## src/core/mmd_pkg.sv

```systemverilog
// constants, target types and bit-mask tables for the memory map decoder
// assumes a byte-wide cpu core and one shared memory bus with 1-cycle read latency
// What this block does
// - direct page 0x0000-0x007f goes to direct-page group
// - 0x1800-0x185f goes to high-page group
// - 0xffb0-0xffbf decodes as nonvolatile flash registers
// - reset copies protection and option bytes
// - nonvolatile area holds eight-byte backdoor key
// - vectors fetched high then low, fixed pairs
// - unassigned vector pairs are plain flash
// - direct page spans first 128 byte addresses
// - direct addressing forms address with zero high byte
// - bit set/clear as byte read-modify-write on the direct page
// - unused-zero bits always read zero
package mmd_pkg;
    localparam int ADDR_W = 16;
    localparam int DATA_W = 8;
    localparam logic [15:0] DP_LAST = 16'h007f;
    localparam logic [15:0] HP_FIRST = 16'h1800;
    localparam logic [15:0] HP_LAST = 16'h185f;
    localparam logic [15:0] NV_FIRST = 16'hffb0;
    localparam logic [15:0] NV_LAST = 16'hffbf;
    localparam logic [15:0] FLASH_FIRST = 16'he000;
    localparam logic [15:0] NV_KEY_ADDR = 16'hffb0;
    localparam logic [15:0] NV_PROT_ADDR = 16'hffbd;
    localparam logic [15:0] NV_OPT_ADDR = 16'hffbf;
    localparam int KEY_BYTES = 8;
    localparam logic [3:0] LOAD_LAST = 4'h9;
    localparam logic [3:0] LOAD_PROT_IDX = 4'h8;
    localparam logic [15:0] VEC_BASE = 16'hffc0;
    localparam logic [4:0] VEC_SLOT_RESET = 5'h1f;
    localparam logic [4:0] VEC_SLOT_SWI = 5'h1e;
    localparam logic [4:0] VEC_SLOT_LVD = 5'h1c;
    localparam logic [7:0] RSVD_READ = 8'h00;
    localparam logic [7:0] PROT_RESET = 8'hff;
    localparam logic [7:0] OPT_RESET = 8'hff;

    typedef enum logic [2:0] {
        TGT_NONE, TGT_DP, TGT_HP, TGT_NVR, TGT_FLASH, TGT_OTHER
    } mmd_tgt_t;
    typedef enum logic [1:0] {BIT_NONE, BIT_SET, BIT_CLR} mmd_bitop_t;

    function automatic mmd_tgt_t mmd_target(input logic [15:0] a);
        if (a <= DP_LAST) return TGT_DP;
        if (a >= HP_FIRST && a <= HP_LAST) return TGT_HP;
        if (a >= NV_FIRST && a <= NV_LAST) return TGT_NVR;
        if (a >= FLASH_FIRST) return TGT_FLASH;
        return TGT_OTHER;
    endfunction

    // holes inside the register groups
    function automatic logic mmd_reserved(input logic [15:0] a);
        logic [7:0] l;
        l = a[7:0];
        if (a <= DP_LAST)
            return (l >= 8'h06 && l <= 8'h0d) || l == 8'h0f ||
                   (l >= 8'h19 && l <= 8'h1b) || (l >= 8'h2b && l <= 8'h37) ||
                   (l >= 8'h40 && l <= 8'h47) || (l >= 8'h4c && l <= 8'h4f) ||
                   l == 8'h54 || l == 8'h56 || l == 8'h57 || l == 8'h5e ||
                   l == 8'h5f || l == 8'h6b || l >= 8'h6f;
        if (a >= HP_FIRST && a <= HP_LAST)
            return l == 8'h04 || l == 8'h05 || l == 8'h08 ||
                   (l >= 8'h0b && l <= 8'h0f);
        return 1'b0;
    endfunction

    // bits that always read zero
    function automatic logic [7:0] mmd_zero_mask(input logic [15:0] a);
        if (a <= DP_LAST) begin
            case (a[7:0])
                8'h00, 8'h01, 8'h1d: return 8'hc0;
                8'h04, 8'h05, 8'h18: return 8'hf0;
                8'h12, 8'h14: return 8'hfc;
                8'h1c: return 8'h0f;
                8'h25, 8'h28, 8'h65, 8'h68, 8'h5a: return 8'h03;
                8'h38, 8'h3d: return 8'h20;
                8'h4b: return 8'he0;
                8'h51: return 8'he4;
                8'h52: return 8'h88;
                8'h53: return 8'h4f;
                8'h58: return 8'h01;
                8'h5b: return 8'h08;
                8'h5d: return 8'h1c;
                default: return 8'h00;
            endcase
        end
        if (a >= HP_FIRST && a <= HP_LAST) begin
            case (a[7:0])
                8'h00: return 8'h05;
                8'h01: return 8'hfe;
                8'h02: return 8'h1b;
                8'h03: return 8'h2c;
                8'h09: return 8'h02;
                8'h0a: return 8'hc0;
                default: return 8'h00;
            endcase
        end
        return 8'h00;
    endfunction
endpackage

```

## src/core/mmd_decode.sv

```systemverilog
// memory map decoder: cpu access routing, reset load of nonvolatile bytes, vectors
// assumes mem_rdata is valid the cycle after mem_rd; all inputs on clk
`timescale 1ns/10ps
module mmd_decode (
    input wire logic clk,
    input wire logic reset_n,
    input wire logic cpu_req,
    input wire logic [mmd_pkg::ADDR_W-1:0] cpu_addr,
    input wire logic cpu_direct,
    input wire logic cpu_we,
    input wire logic [mmd_pkg::DATA_W-1:0] cpu_wdata,
    input wire mmd_pkg::mmd_bitop_t cpu_bitop,
    input wire logic [2:0] cpu_bitnum,
    output logic cpu_ack,
    output logic [mmd_pkg::DATA_W-1:0] cpu_rdata,
    output logic cpu_ready,
    input wire logic vec_req,
    input wire logic [4:0] vec_slot,
    output logic vec_ack,
    output logic [mmd_pkg::ADDR_W-1:0] vec_data,
    output logic [mmd_pkg::ADDR_W-1:0] mem_addr,
    output mmd_pkg::mmd_tgt_t mem_tgt,
    output logic mem_rd,
    output logic mem_wr,
    output logic [mmd_pkg::DATA_W-1:0] mem_wdata,
    input wire logic [mmd_pkg::DATA_W-1:0] mem_rdata,
    output logic [mmd_pkg::DATA_W-1:0] flash_protection_byte,
    output logic [mmd_pkg::DATA_W-1:0] flash_option_byte,
    output logic [mmd_pkg::KEY_BYTES*mmd_pkg::DATA_W-1:0] backdoor_key
);
    import mmd_pkg::*;

    typedef enum {S_LOAD, S_IDLE, S_ISSUED, S_DATA} mmd_state_t;
    typedef enum {K_LOAD, K_CPU, K_RMW, K_VHI, K_VLO} mmd_kind_t;

    mmd_state_t state_reg;
    mmd_kind_t kind_reg;
    logic [3:0] load_idx_reg;
    logic [15:0] acc_addr_reg;
    mmd_bitop_t bitop_reg;
    logic [2:0] bitnum_reg;
    logic [7:0] vec_hi_reg;
    logic [15:0] full_addr;
    mmd_tgt_t full_tgt;
    logic [15:0] vec_addr;
    logic [7:0] rd_masked;
    logic [7:0] bit_one;

    function automatic logic [15:0] load_addr(input logic [3:0] idx);
        if (idx == LOAD_PROT_IDX)
            return NV_PROT_ADDR;
        if (idx == LOAD_LAST)
            return NV_OPT_ADDR;
        return NV_KEY_ADDR + {12'h000, idx};
    endfunction

    always_comb begin
        full_addr = cpu_direct ? {8'h00, cpu_addr[7:0]} : cpu_addr;
        full_tgt = mmd_target(full_addr);
        vec_addr = VEC_BASE + {10'h000, vec_slot, 1'b0};
        rd_masked = mem_rdata & ~mmd_zero_mask(acc_addr_reg);
        bit_one = 8'h01 << bitnum_reg;
    end

    // sequencing of loads, accesses and vector fetches
    always_ff @(posedge clk or negedge reset_n) begin
        if (!reset_n) begin
            state_reg <= S_LOAD;
            kind_reg <= K_LOAD;
            load_idx_reg <= 4'h0;
            acc_addr_reg <= 16'h0000;
            bitop_reg <= BIT_NONE;
            bitnum_reg <= 3'h0;
            vec_hi_reg <= 8'h00;
        end else begin
            case (state_reg)
                S_LOAD: begin
                    kind_reg <= K_LOAD;
                    acc_addr_reg <= load_addr(load_idx_reg);
                    state_reg <= S_ISSUED;
                end
                S_IDLE: begin
                    if (vec_req) begin
                        kind_reg <= K_VHI;
                        acc_addr_reg <= vec_addr;
                        state_reg <= S_ISSUED;
                    end else if (cpu_req) begin
                        acc_addr_reg <= full_addr;
                        bitop_reg <= cpu_bitop;
                        bitnum_reg <= cpu_bitnum;
                        if (mmd_reserved(full_addr)) begin
                            state_reg <= S_IDLE;
                        end else if (cpu_bitop != BIT_NONE && full_tgt == TGT_DP) begin
                            kind_reg <= K_RMW;
                            state_reg <= S_ISSUED;
                        end else if (!cpu_we) begin
                            kind_reg <= K_CPU;
                            state_reg <= S_ISSUED;
                        end
                    end
                end
                S_ISSUED: state_reg <= S_DATA;
                S_DATA: begin
                    case (kind_reg)
                        K_LOAD: begin
                            load_idx_reg <= load_idx_reg + 4'h1;
                            state_reg <= (load_idx_reg == LOAD_LAST) ? S_IDLE : S_LOAD;
                        end
                        K_VHI: begin
                            vec_hi_reg <= mem_rdata;
                            acc_addr_reg <= acc_addr_reg + 16'h0001;
                            kind_reg <= K_VLO;
                            state_reg <= S_ISSUED;
                        end
                        default: state_reg <= S_IDLE;
                    endcase
                end
                default: state_reg <= S_IDLE;
            endcase
        end
    end

    // memory bus strobes
    always_ff @(posedge clk or negedge reset_n) begin
        if (!reset_n) begin
            mem_addr <= 16'h0000;
            mem_tgt <= TGT_NONE;
            mem_rd <= 1'b0;
            mem_wr <= 1'b0;
            mem_wdata <= 8'h00;
        end else begin
            mem_rd <= 1'b0;
            mem_wr <= 1'b0;
            if (state_reg == S_LOAD) begin
                mem_addr <= load_addr(load_idx_reg);
                mem_tgt <= TGT_NVR;
                mem_rd <= 1'b1;
            end else if (state_reg == S_IDLE && vec_req) begin
                mem_addr <= vec_addr;
                mem_tgt <= TGT_FLASH;
                mem_rd <= 1'b1;
            end else if (state_reg == S_IDLE && cpu_req && !mmd_reserved(full_addr)) begin
                mem_addr <= full_addr;
                mem_tgt <= full_tgt;
                mem_wdata <= cpu_wdata;
                if (cpu_bitop != BIT_NONE && full_tgt == TGT_DP)
                    mem_rd <= 1'b1;
                else if (!cpu_we)
                    mem_rd <= 1'b1;
                else
                    mem_wr <= full_tgt != TGT_NVR && full_tgt != TGT_FLASH;
            end else if (state_reg == S_IDLE && cpu_req) begin
                mem_tgt <= TGT_NONE;
            end else if (state_reg == S_DATA && kind_reg == K_VHI) begin
                mem_addr <= acc_addr_reg + 16'h0001;
                mem_rd <= 1'b1;
            end else if (state_reg == S_DATA && kind_reg == K_RMW) begin
                mem_wr <= 1'b1;
                mem_wdata <= (bitop_reg == BIT_SET) ? (rd_masked | bit_one)
                                                    : (rd_masked & ~bit_one);
            end
        end
    end

    // cpu answer
    always_ff @(posedge clk or negedge reset_n) begin
        if (!reset_n) begin
            cpu_ack <= 1'b0;
            cpu_rdata <= 8'h00;
        end else begin
            cpu_ack <= 1'b0;
            if (state_reg == S_IDLE && !vec_req && cpu_req) begin
                if (mmd_reserved(full_addr)) begin
                    cpu_ack <= 1'b1;
                    cpu_rdata <= RSVD_READ;
                end else if (cpu_we && !(cpu_bitop != BIT_NONE && full_tgt == TGT_DP)) begin
                    cpu_ack <= 1'b1;
                end
            end else if (state_reg == S_DATA && (kind_reg == K_CPU || kind_reg == K_RMW)) begin
                cpu_ack <= 1'b1;
                cpu_rdata <= rd_masked;
            end
        end
    end

    // vector answer
    always_ff @(posedge clk or negedge reset_n) begin
        if (!reset_n) begin
            vec_ack <= 1'b0;
            vec_data <= 16'h0000;
        end else begin
            vec_ack <= state_reg == S_DATA && kind_reg == K_VLO;
            if (state_reg == S_DATA && kind_reg == K_VLO)
                vec_data <= {vec_hi_reg, mem_rdata};
        end
    end

    // working copies of nonvolatile bytes
    always_ff @(posedge clk or negedge reset_n) begin
        if (!reset_n) begin
            flash_protection_byte <= PROT_RESET;
            flash_option_byte <= OPT_RESET;
            backdoor_key <= '0;
            cpu_ready <= 1'b0;
        end else if (state_reg == S_DATA && kind_reg == K_LOAD) begin
            if (load_idx_reg == LOAD_PROT_IDX)
                flash_protection_byte <= mem_rdata;
            else if (load_idx_reg == LOAD_LAST) begin
                flash_option_byte <= mem_rdata;
                cpu_ready <= 1'b1;
            end else
                backdoor_key[load_idx_reg[2:0]*DATA_W +: DATA_W] <= mem_rdata;
        end
    end
endmodule

```

## config.mk

```make
export PLATFORM = sky130hd
export DESIGN_NAME = mmd_decode
export DESIGN_NICKNAME = d
export VERILOG_FILES = /design/src/core/mmd_pkg.sv /design/src/core/mmd_decode.sv
export SDC_FILE = /design/constraint.sdc
export NUM_CORES = 1
export LEC_CHECK = 0
export BUFFER_PORTS_ARGS = -buffer_cell sky130_fd_sc_hd__buf_2
export CAP_MARGIN = 25
export CELL_PAD_IN_SITES_DETAIL_PLACEMENT = 1
export CELL_PAD_IN_SITES_GLOBAL_PLACEMENT = 1
export CORE_MARGIN = 2
export CORE_UTILIZATION = 42
export DETAILED_ROUTE_END_ITERATION = 16
export PLACE_DENSITY = 0.86
export SETUP_SLACK_MARGIN = 0.1
export SYNTH_ARGS = -nofsm -noshare
export SYNTH_HDL_FRONTEND = slang
export SYNTH_SLANG_ARGS = --single-unit
export TNS_END_PERCENT = 50
```

## constraint.sdc

```tcl
create_clock -name clk -period 2.6 [get_ports clk]
set_input_delay 0.65 -clock clk [delete_from_list [all_inputs] [get_ports clk]]
set_output_delay 0.65 -clock clk [all_outputs]
set_load 0.005 [all_outputs]
```

# Word level (Yosys, flattened, before mapping)

Index checks and enable logic that the tools add are counted.

Output and inout bits: 136
Register bits after elaboration: 233
Bits of input ports: 48

Equality and inequality tests: 61
Reductions and logical operators: 69
Add/sub/neg operators: 5
Bitwise logic cells: 10
Muxes and demuxes: 127
Shift-type cells: 3
Magnitude comparators: 22

Operators by type and width:

| cell                                                  | number |
|---|---|
| two-way mux 32 bit                                    | 11 |
| two-way mux 16 bit                                    | 15 |
| equality test 32 x 2 -> 1 bit, second input constant  | 5 |
| equality test 8 x 7 -> 1 bit, second input constant   | 16 |
| logical NOT 32 bit                                    | 4 |
| case mux 32 bit (4 select lines)                      | 1 |
| case mux 8 bit (13 select lines)                      | 1 |
| equality test 32 x 3 -> 1 bit, second input constant  | 3 |
| two-way mux 8 bit                                     | 12 |
| case mux 32 bit (3 select lines)                      | 1 |
| two-way mux 1 bit                                     | 70 |
| bitwise mux 64 bit                                    | 1 |
| variable shift 8 x 34 -> 64 bit, first input constant | 1 |
| indexed part select 8 x 34 -> 64 bit                  | 1 |
| case mux 16 bit (3 select lines)                      | 1 |
| case mux 8 bit (6 select lines)                       | 1 |
| equality test 8 x 5 -> 1 bit, second input constant   | 5 |
| two-way mux 3 bit                                     | 12 |
| negation 6 -> 34 bit                                  | 1 |
| equality test 32 x 1 -> 1 bit, second input constant  | 1 |
| equality test 32 x 4 -> 1 bit, second input constant  | 1 |
| equality test 8 x 3 -> 1 bit, second input constant   | 4 |
| equality test 8 x 4 -> 1 bit, second input constant   | 4 |
| equality test 8 x 6 -> 1 bit, second input constant   | 4 |
| 49 further kinds                                      | 121 |

# Longest topological paths before layout

Depth in word-level cells: 26
Gate-level depth with buffers: 10
Mapped depth without buffers: 9

# Least setup slack after synthesis

OpenSTA, ideal clock, no wires.

Kind: input -> register
Start: input port cpu_addr[10] in the netlist's numbering
End: register mem_addr[8] in the netlist's numbering
Slack: 65 ps
Data required time: 2474 ps
Stages: 7
Library setup time: 126 ps
Arrival time: 2409 ps
Path buffers: 0
Cells stage by stage: or4_1 a21oi_2 a31oi_1 a311oi_2 or2b_4 nor2_4 a221o_1

Longest elaborated chain between the ends: 16

RTL lines:

| what                                                                                               | line              | text |
|---|---|---|
| start: declaration                                                                                 | mmd_decode.sv:8   | `input wire logic [mmd_pkg::ADDR_W-1:0] cpu_addr,` |
| two-way mux 16 bit (*)                                                                             | mmd_decode.sv:58  | `full_addr = cpu_direct ? {8'h00, cpu_addr[7:0]} : cpu_addr;` |
| >= comparator 16 x 13 -> 1 bit / less-or-equal comparator 16 x 13 -> 1 bit (equally long branches) | mmd_pkg.sv:61     | `if (a >= HP_FIRST && a <= HP_LAST)` |
| logical AND 1 bit                                                                                  | mmd_pkg.sv:61     |  |
| two-way mux 1 bit (2 in series)                                                                    | mmd_pkg.sv:61     |  |
| two-way mux 1 bit                                                                                  | mmd_decode.sv:138 | `end else if (state_reg == S_IDLE && vec_req) begin` |
| two-way mux 1 bit                                                                                  | mmd_decode.sv:134 | `if (state_reg == S_LOAD) begin` |
| two-way mux 1 bit                                                                                  | mmd_pkg.sv:64     | `return 1'b0;` |
| two-way mux 1 bit (*)                                                                              | mmd_pkg.sv:61     |  |
| two-way mux 1 bit (*)                                                                              | mmd_decode.sv:138 |  |
| two-way mux 1 bit (*)                                                                              | mmd_decode.sv:134 |  |
| logical NOT 1 bit (*)                                                                              | mmd_decode.sv:142 | `end else if (state_reg == S_IDLE && cpu_req && !mmd_reserved(full_addr)) begin` |
| logical AND 1 bit (*)                                                                              | mmd_decode.sv:142 |  |
| two-way mux 16 bit                                                                                 | mmd_decode.sv:142 |  |
| two-way mux 16 bit                                                                                 | mmd_decode.sv:138 |  |
| two-way mux 16 bit                                                                                 | mmd_decode.sv:134 |  |
| end signal: assignment                                                                             | mmd_decode.sv:135 | `mem_addr <= load_addr(load_idx_reg);` |
| end signal: assignment                                                                             | mmd_decode.sv:139 | `mem_addr <= vec_addr;` |
| end signal: assignment                                                                             | mmd_decode.sv:143 | `mem_addr <= full_addr;` |
| end: declaration                                                                                   | mmd_decode.sv:21  | `output logic [mmd_pkg::ADDR_W-1:0] mem_addr,` |

Every way passes the cells marked *; elsewhere a longest branch is shown, timed or not. The select of a mux whose other input is x is not followed.
A chain may end at the register's enable or synchronous reset.

# Worst setup path after layout

Start: register acc_addr_reg[1]
End: register mem_wdata[7] in the netlist's numbering

Longest elaborated chain between the ends: 15

RTL lines:

| what                                                 | line                                 | text |
|---|---|---|
| start: declaration                                   | mmd_decode.sv:39                     | `logic [15:0] acc_addr_reg;` |
| start signal: assignment                             | mmd_decode.sv:79                     | `acc_addr_reg <= load_addr(load_idx_reg);` |
| start signal: assignment                             | mmd_decode.sv:85                     | `acc_addr_reg <= vec_addr;` |
| start signal: assignment                             | mmd_decode.sv:88                     | `acc_addr_reg <= full_addr;` |
| equality test 8 x 6 -> 1 bit (tied with other cells) | mmd_pkg.sv:70                        | `case (a[7:0])` |
| OR reduction 5 bit (tied with other cells)           | mmd_pkg.sv:70                        |  |
| case mux 8 bit (13 select lines)                     | mmd_pkg.sv:70                        |  |
| two-way mux 8 bit                                    | mmd_pkg.sv:69                        | `if (a <= DP_LAST) begin` |
| two-way mux 8 bit                                    | mmd_pkg.sv:87                        | `if (a >= HP_FIRST && a <= HP_LAST) begin` |
| two-way mux 8 bit                                    | mmd_pkg.sv:98                        | `return 8'h00;` |
| two-way mux 8 bit (*)                                | mmd_pkg.sv:87                        |  |
| inverter 8 bit (*)                                   | mmd_decode.sv:61                     | `rd_masked = mem_rdata & ~mmd_zero_mask(acc_addr_reg);` |
| AND 8 bit (*)                                        | mmd_decode.sv:61                     |  |
| AND 8 bit / bitwise OR 8 bit (equally long branches) | mmd_decode.sv:160, mmd_decode.sv:159 |  |
| two-way mux 8 bit (*)                                | mmd_decode.sv:159                    | `mem_wdata <= (bitop_reg == BIT_SET) ? (rd_masked \| bit_one)` |
| two-way mux 8 bit (*)                                | mmd_decode.sv:157                    | `end else if (state_reg == S_DATA && kind_reg == K_RMW) begin` |
| two-way mux 8 bit (*)                                | mmd_decode.sv:154                    | `end else if (state_reg == S_DATA && kind_reg == K_VHI) begin` |
| two-way mux 8 bit (*)                                | mmd_decode.sv:152                    | `end else if (state_reg == S_IDLE && cpu_req) begin` |
| two-way mux 8 bit (*)                                | mmd_decode.sv:142                    |  |
| end signal: assignment                               | mmd_decode.sv:145                    | `mem_wdata <= cpu_wdata;` |
| end signal: assignment                               | mmd_decode.sv:159                    |  |
| end: declaration                                     | mmd_decode.sv:25                     | `output logic [mmd_pkg::DATA_W-1:0] mem_wdata,` |

Marks and branches as above.

==> summary.txt <==
Fin area - 11300 um^2
Via density - 5.95
Status - finished, final reports clean
Core footprint - 21000 um^2
Syn avg cell area - 9.75 um^2
DRC - 0
Initial antenna violation count - 0
Critical Path Start - acc_addr_reg[1]$_DFFE_PN0P_
Tot GR Track Use - 29.6%
Max stage delay on crit path - 0.49 ns
Critical Path Stages - 9
Number of global-route vias before repair - 8884
Reg2Reg Launch Point - acc_addr_reg[1]$_DFFE_PN0P_
Total clock sinks - 174
Crit path capture - mem_wdata[7]$_DFFE_PN0P_
Post-synth ARST share - 100%
Post-synthesis cell type count - 85
Number of synthesized flops with an enable pin - 0
Fin. max-slew vios - 0
Initial Util - 42.8%
Placed Area - 10600 um^2
GP Congestion - 0.933
Crit-path slowest cell - or3b_2
CP Data Arrival Time - 2.77 ns
Area grow syn2layout - 25.3%
Post-DRT Antenna Nets - 0
Slew margin rel. - 54.8%
Max reg flops - 64
H-tree Lvls - 4
Synth top area share - 43.9%
CP cell instances - inv_1, ha_1, nand3b_1, o21ai_0, or3b_2, o211ai_1, o21ai_1, a21o_1, o221a_2
Clock latency on the worst-skew pair - 0.44 ns
Fin crit share - 93.8%
Maximum clock frequency - 0.410 GHz
CP endpoint kind - register
Hold/Removal Path Class - in2async
Final Hold Fails - 0
Power Total - 13.8 mW
Cell Count, Final, Fillers Out - 1433
Drt first pass iters - 8
Worst slack, placed - -0.310 ns
Cell taking the most area after synthesis - dfrtp_1
Worst Skew - 0.0140 ns
Lkg Pwr - 5.18 nW
DIE WIDTH - 150 um
Core Util, Final - 53.6%
Pin count of the biggest net entering global routing - 89
Overflow after GRT - 0
Drt total wl - 33.2 mm
I/O Buffers - 183
1st-iter DRT viols - 583
CTS Buf Count - 17
CP max FO - 7
Vias - 8529
Worst r2r dst - mem_wdata[7]$_DFFE_PN0P_
Layout cells sized above 1 - 35.1%
Die ar. - 22600 um^2
Final setup fails - 0
Pwr Density - 1230 nW/um^2
Clk buf depth - 2
First-pass GRT wire length - 51.4 mm
RSZ-0062 raised after global routing - false
Worst r2r path cells - 9
CP bufs+invs - 1
Detailed Place HPWL - 23.4 mm
Seq/Total Area, Yosys - 48.6%
Reg2reg setup slack - 0.16 ns
Io pins - 184
Syn_nets - 979
Critical Path RT - 2.93 ns
Synth Instances - 923
Die Y-Extent - 150 um
WL/cell - 23.2 um
Startpoint types - register
FF+latch count, synth - 174
Slew of the pin with the lowest slew margin - 0.672 ns
Worst-path clk slew - 0.08 ns
Synth top area cells - dfrtp_1, mux2_2, nand2_1
Commonest non-fill, non-tap cell in the layout - buf_2
YS warnings - 0
Final Worst Setup Slack - 0.161 ns
Post-Place Cells - 1400
Top delay family on crit path - compound AO/OA/AOI/OAI gates
Maxcap violations - 0
Commonest non-fill, non-tap cells in the layout - buf_2, nand2_1, dfrtp_1
Biggest register - backdoor_key
Root buf cell - clkbuf_16
Ant diodes - 0
Peak VDD IR - 607 uV
Fin Setup TNS - 0 ns
Post-route minimum period - 2.44 ns
Crit path kind - reg2reg
CTS tree - yes
Hold slack - 0.0604 ns
Syn Std Cell Area - 9000 um^2
Layout net count - 1201
Row cnt - 53
Main synth FF type - dfrtp_1
==> synth_stat cells (8+ instances only) <==
| cell | instances |
|---|---|
| a21oi_1 | 33 |
| mux2i_1 | 8 |
| xnor2_1 | 13 |
| dfstp_2 | 16 |
| buf_2 | 8 |
| a22o_1 | 10 |
| nand3b_1 | 11 |
| clkbuf_1 | 34 |
| dfrtp_1 | 158 |
| o21ai_0 | 80 |
| a21o_1 | 9 |
| mux2_2 | 59 |
| nand2_1 | 159 |
| nor2_1 | 50 |
| inv_1 | 39 |
| nand2b_1 | 14 |
| ha_1 | 8 |
| nor3_1 | 17 |
| and2_1 | 11 |
| nor2b_1 | 8 |
| nand3_1 | 17 |
==> per-layer routing <==
metal / wire (um) / part of all wire [%] / vias to the layer above / global-route usage (%)
met5: 0 / 0 / - / 0
met4: 1030 / 3.1 / 0 / 11.9
met3: 2300 / 6.9 / 83 / 4.88
met2: 16400 / 49 / 414 / 49.4
met1: 13500 / 41 / 4328 / 38.3
li1: - / - / 3704 / -
==> layout make-up <==
class                   instances  area (um^2)
clock buffers                  17          425
fillers                      2421         9740
well taps                     275          344
clock inverters                15          208
flip-flops and latches        174         4380
inverters                      39          146
repair buffers                258         1510
multi-input cells             655         4260
==> report_power, final <==
| group | internal, mW | leakage [nW] | switching, mW |
|---|---|---|---|
| logic | 2.64 | 2.89 | 3.42 |
| registers | 3.99 | 1.99 | 0.999 |
| clock network | 1.41 | 0.307 | 1.35 |
| total | 8.05 | 5.18 | 5.77 |
==> timing repair <==
item / CTS / global route
pin swaps: 0 / 2
hold buffers: 0 / 0
setup buffers: 0 / 1
resized for setup: 3 / 18
hold endpoints to repair: 0 / 0
endpoints found under the setup margin: 8 / 94
==> worst min-delay path by stage <==
stage | slack [ns] | cells after the start | end | from
2_1_floorplan | 0.35 | 0 | acc_addr_reg[0]$_DFFE_PN0P_ | reset_n
3_3_place_gp | 0.45 | 1 | cpu_ready$_DFFE_PN0P_ | cpu_ready$_DFFE_PN0P_
3_5_place_dp | 0.46 | 2 | vec_data[15]$_DFFE_PN0P_ | vec_hi_reg[7]$_DFFE_PN0P_
4_1_cts | 0.06 | 1 | mem_addr[9]$_DFFE_PN0P_ | reset_n
5_1_grt | 0.07 | 1 | mem_addr[9]$_DFFE_PN0P_ | reset_n
6_report | 0.06 | 1 | mem_addr[9]$_DFFE_PN0P_ | reset_n
==> cell families (layout without fill, tap and decap cells) <==
family / after synthesis / after routing / synth area share (%)
AOI/OAI and AO/OA: 224 / 224 / 17.3
xor gates and xnor gates: 18 / 18 / 1.75
adders and majority gates: 8 / 8 / 1.11
buffers and inverters: 94 / 329 / 4.87
DFF: 174 / 174 / 48.6
muxes: 67 / 67 / 8.27
and+or+nand+nor: 338 / 338 / 18.1
(Power assumes the default switching activity.)
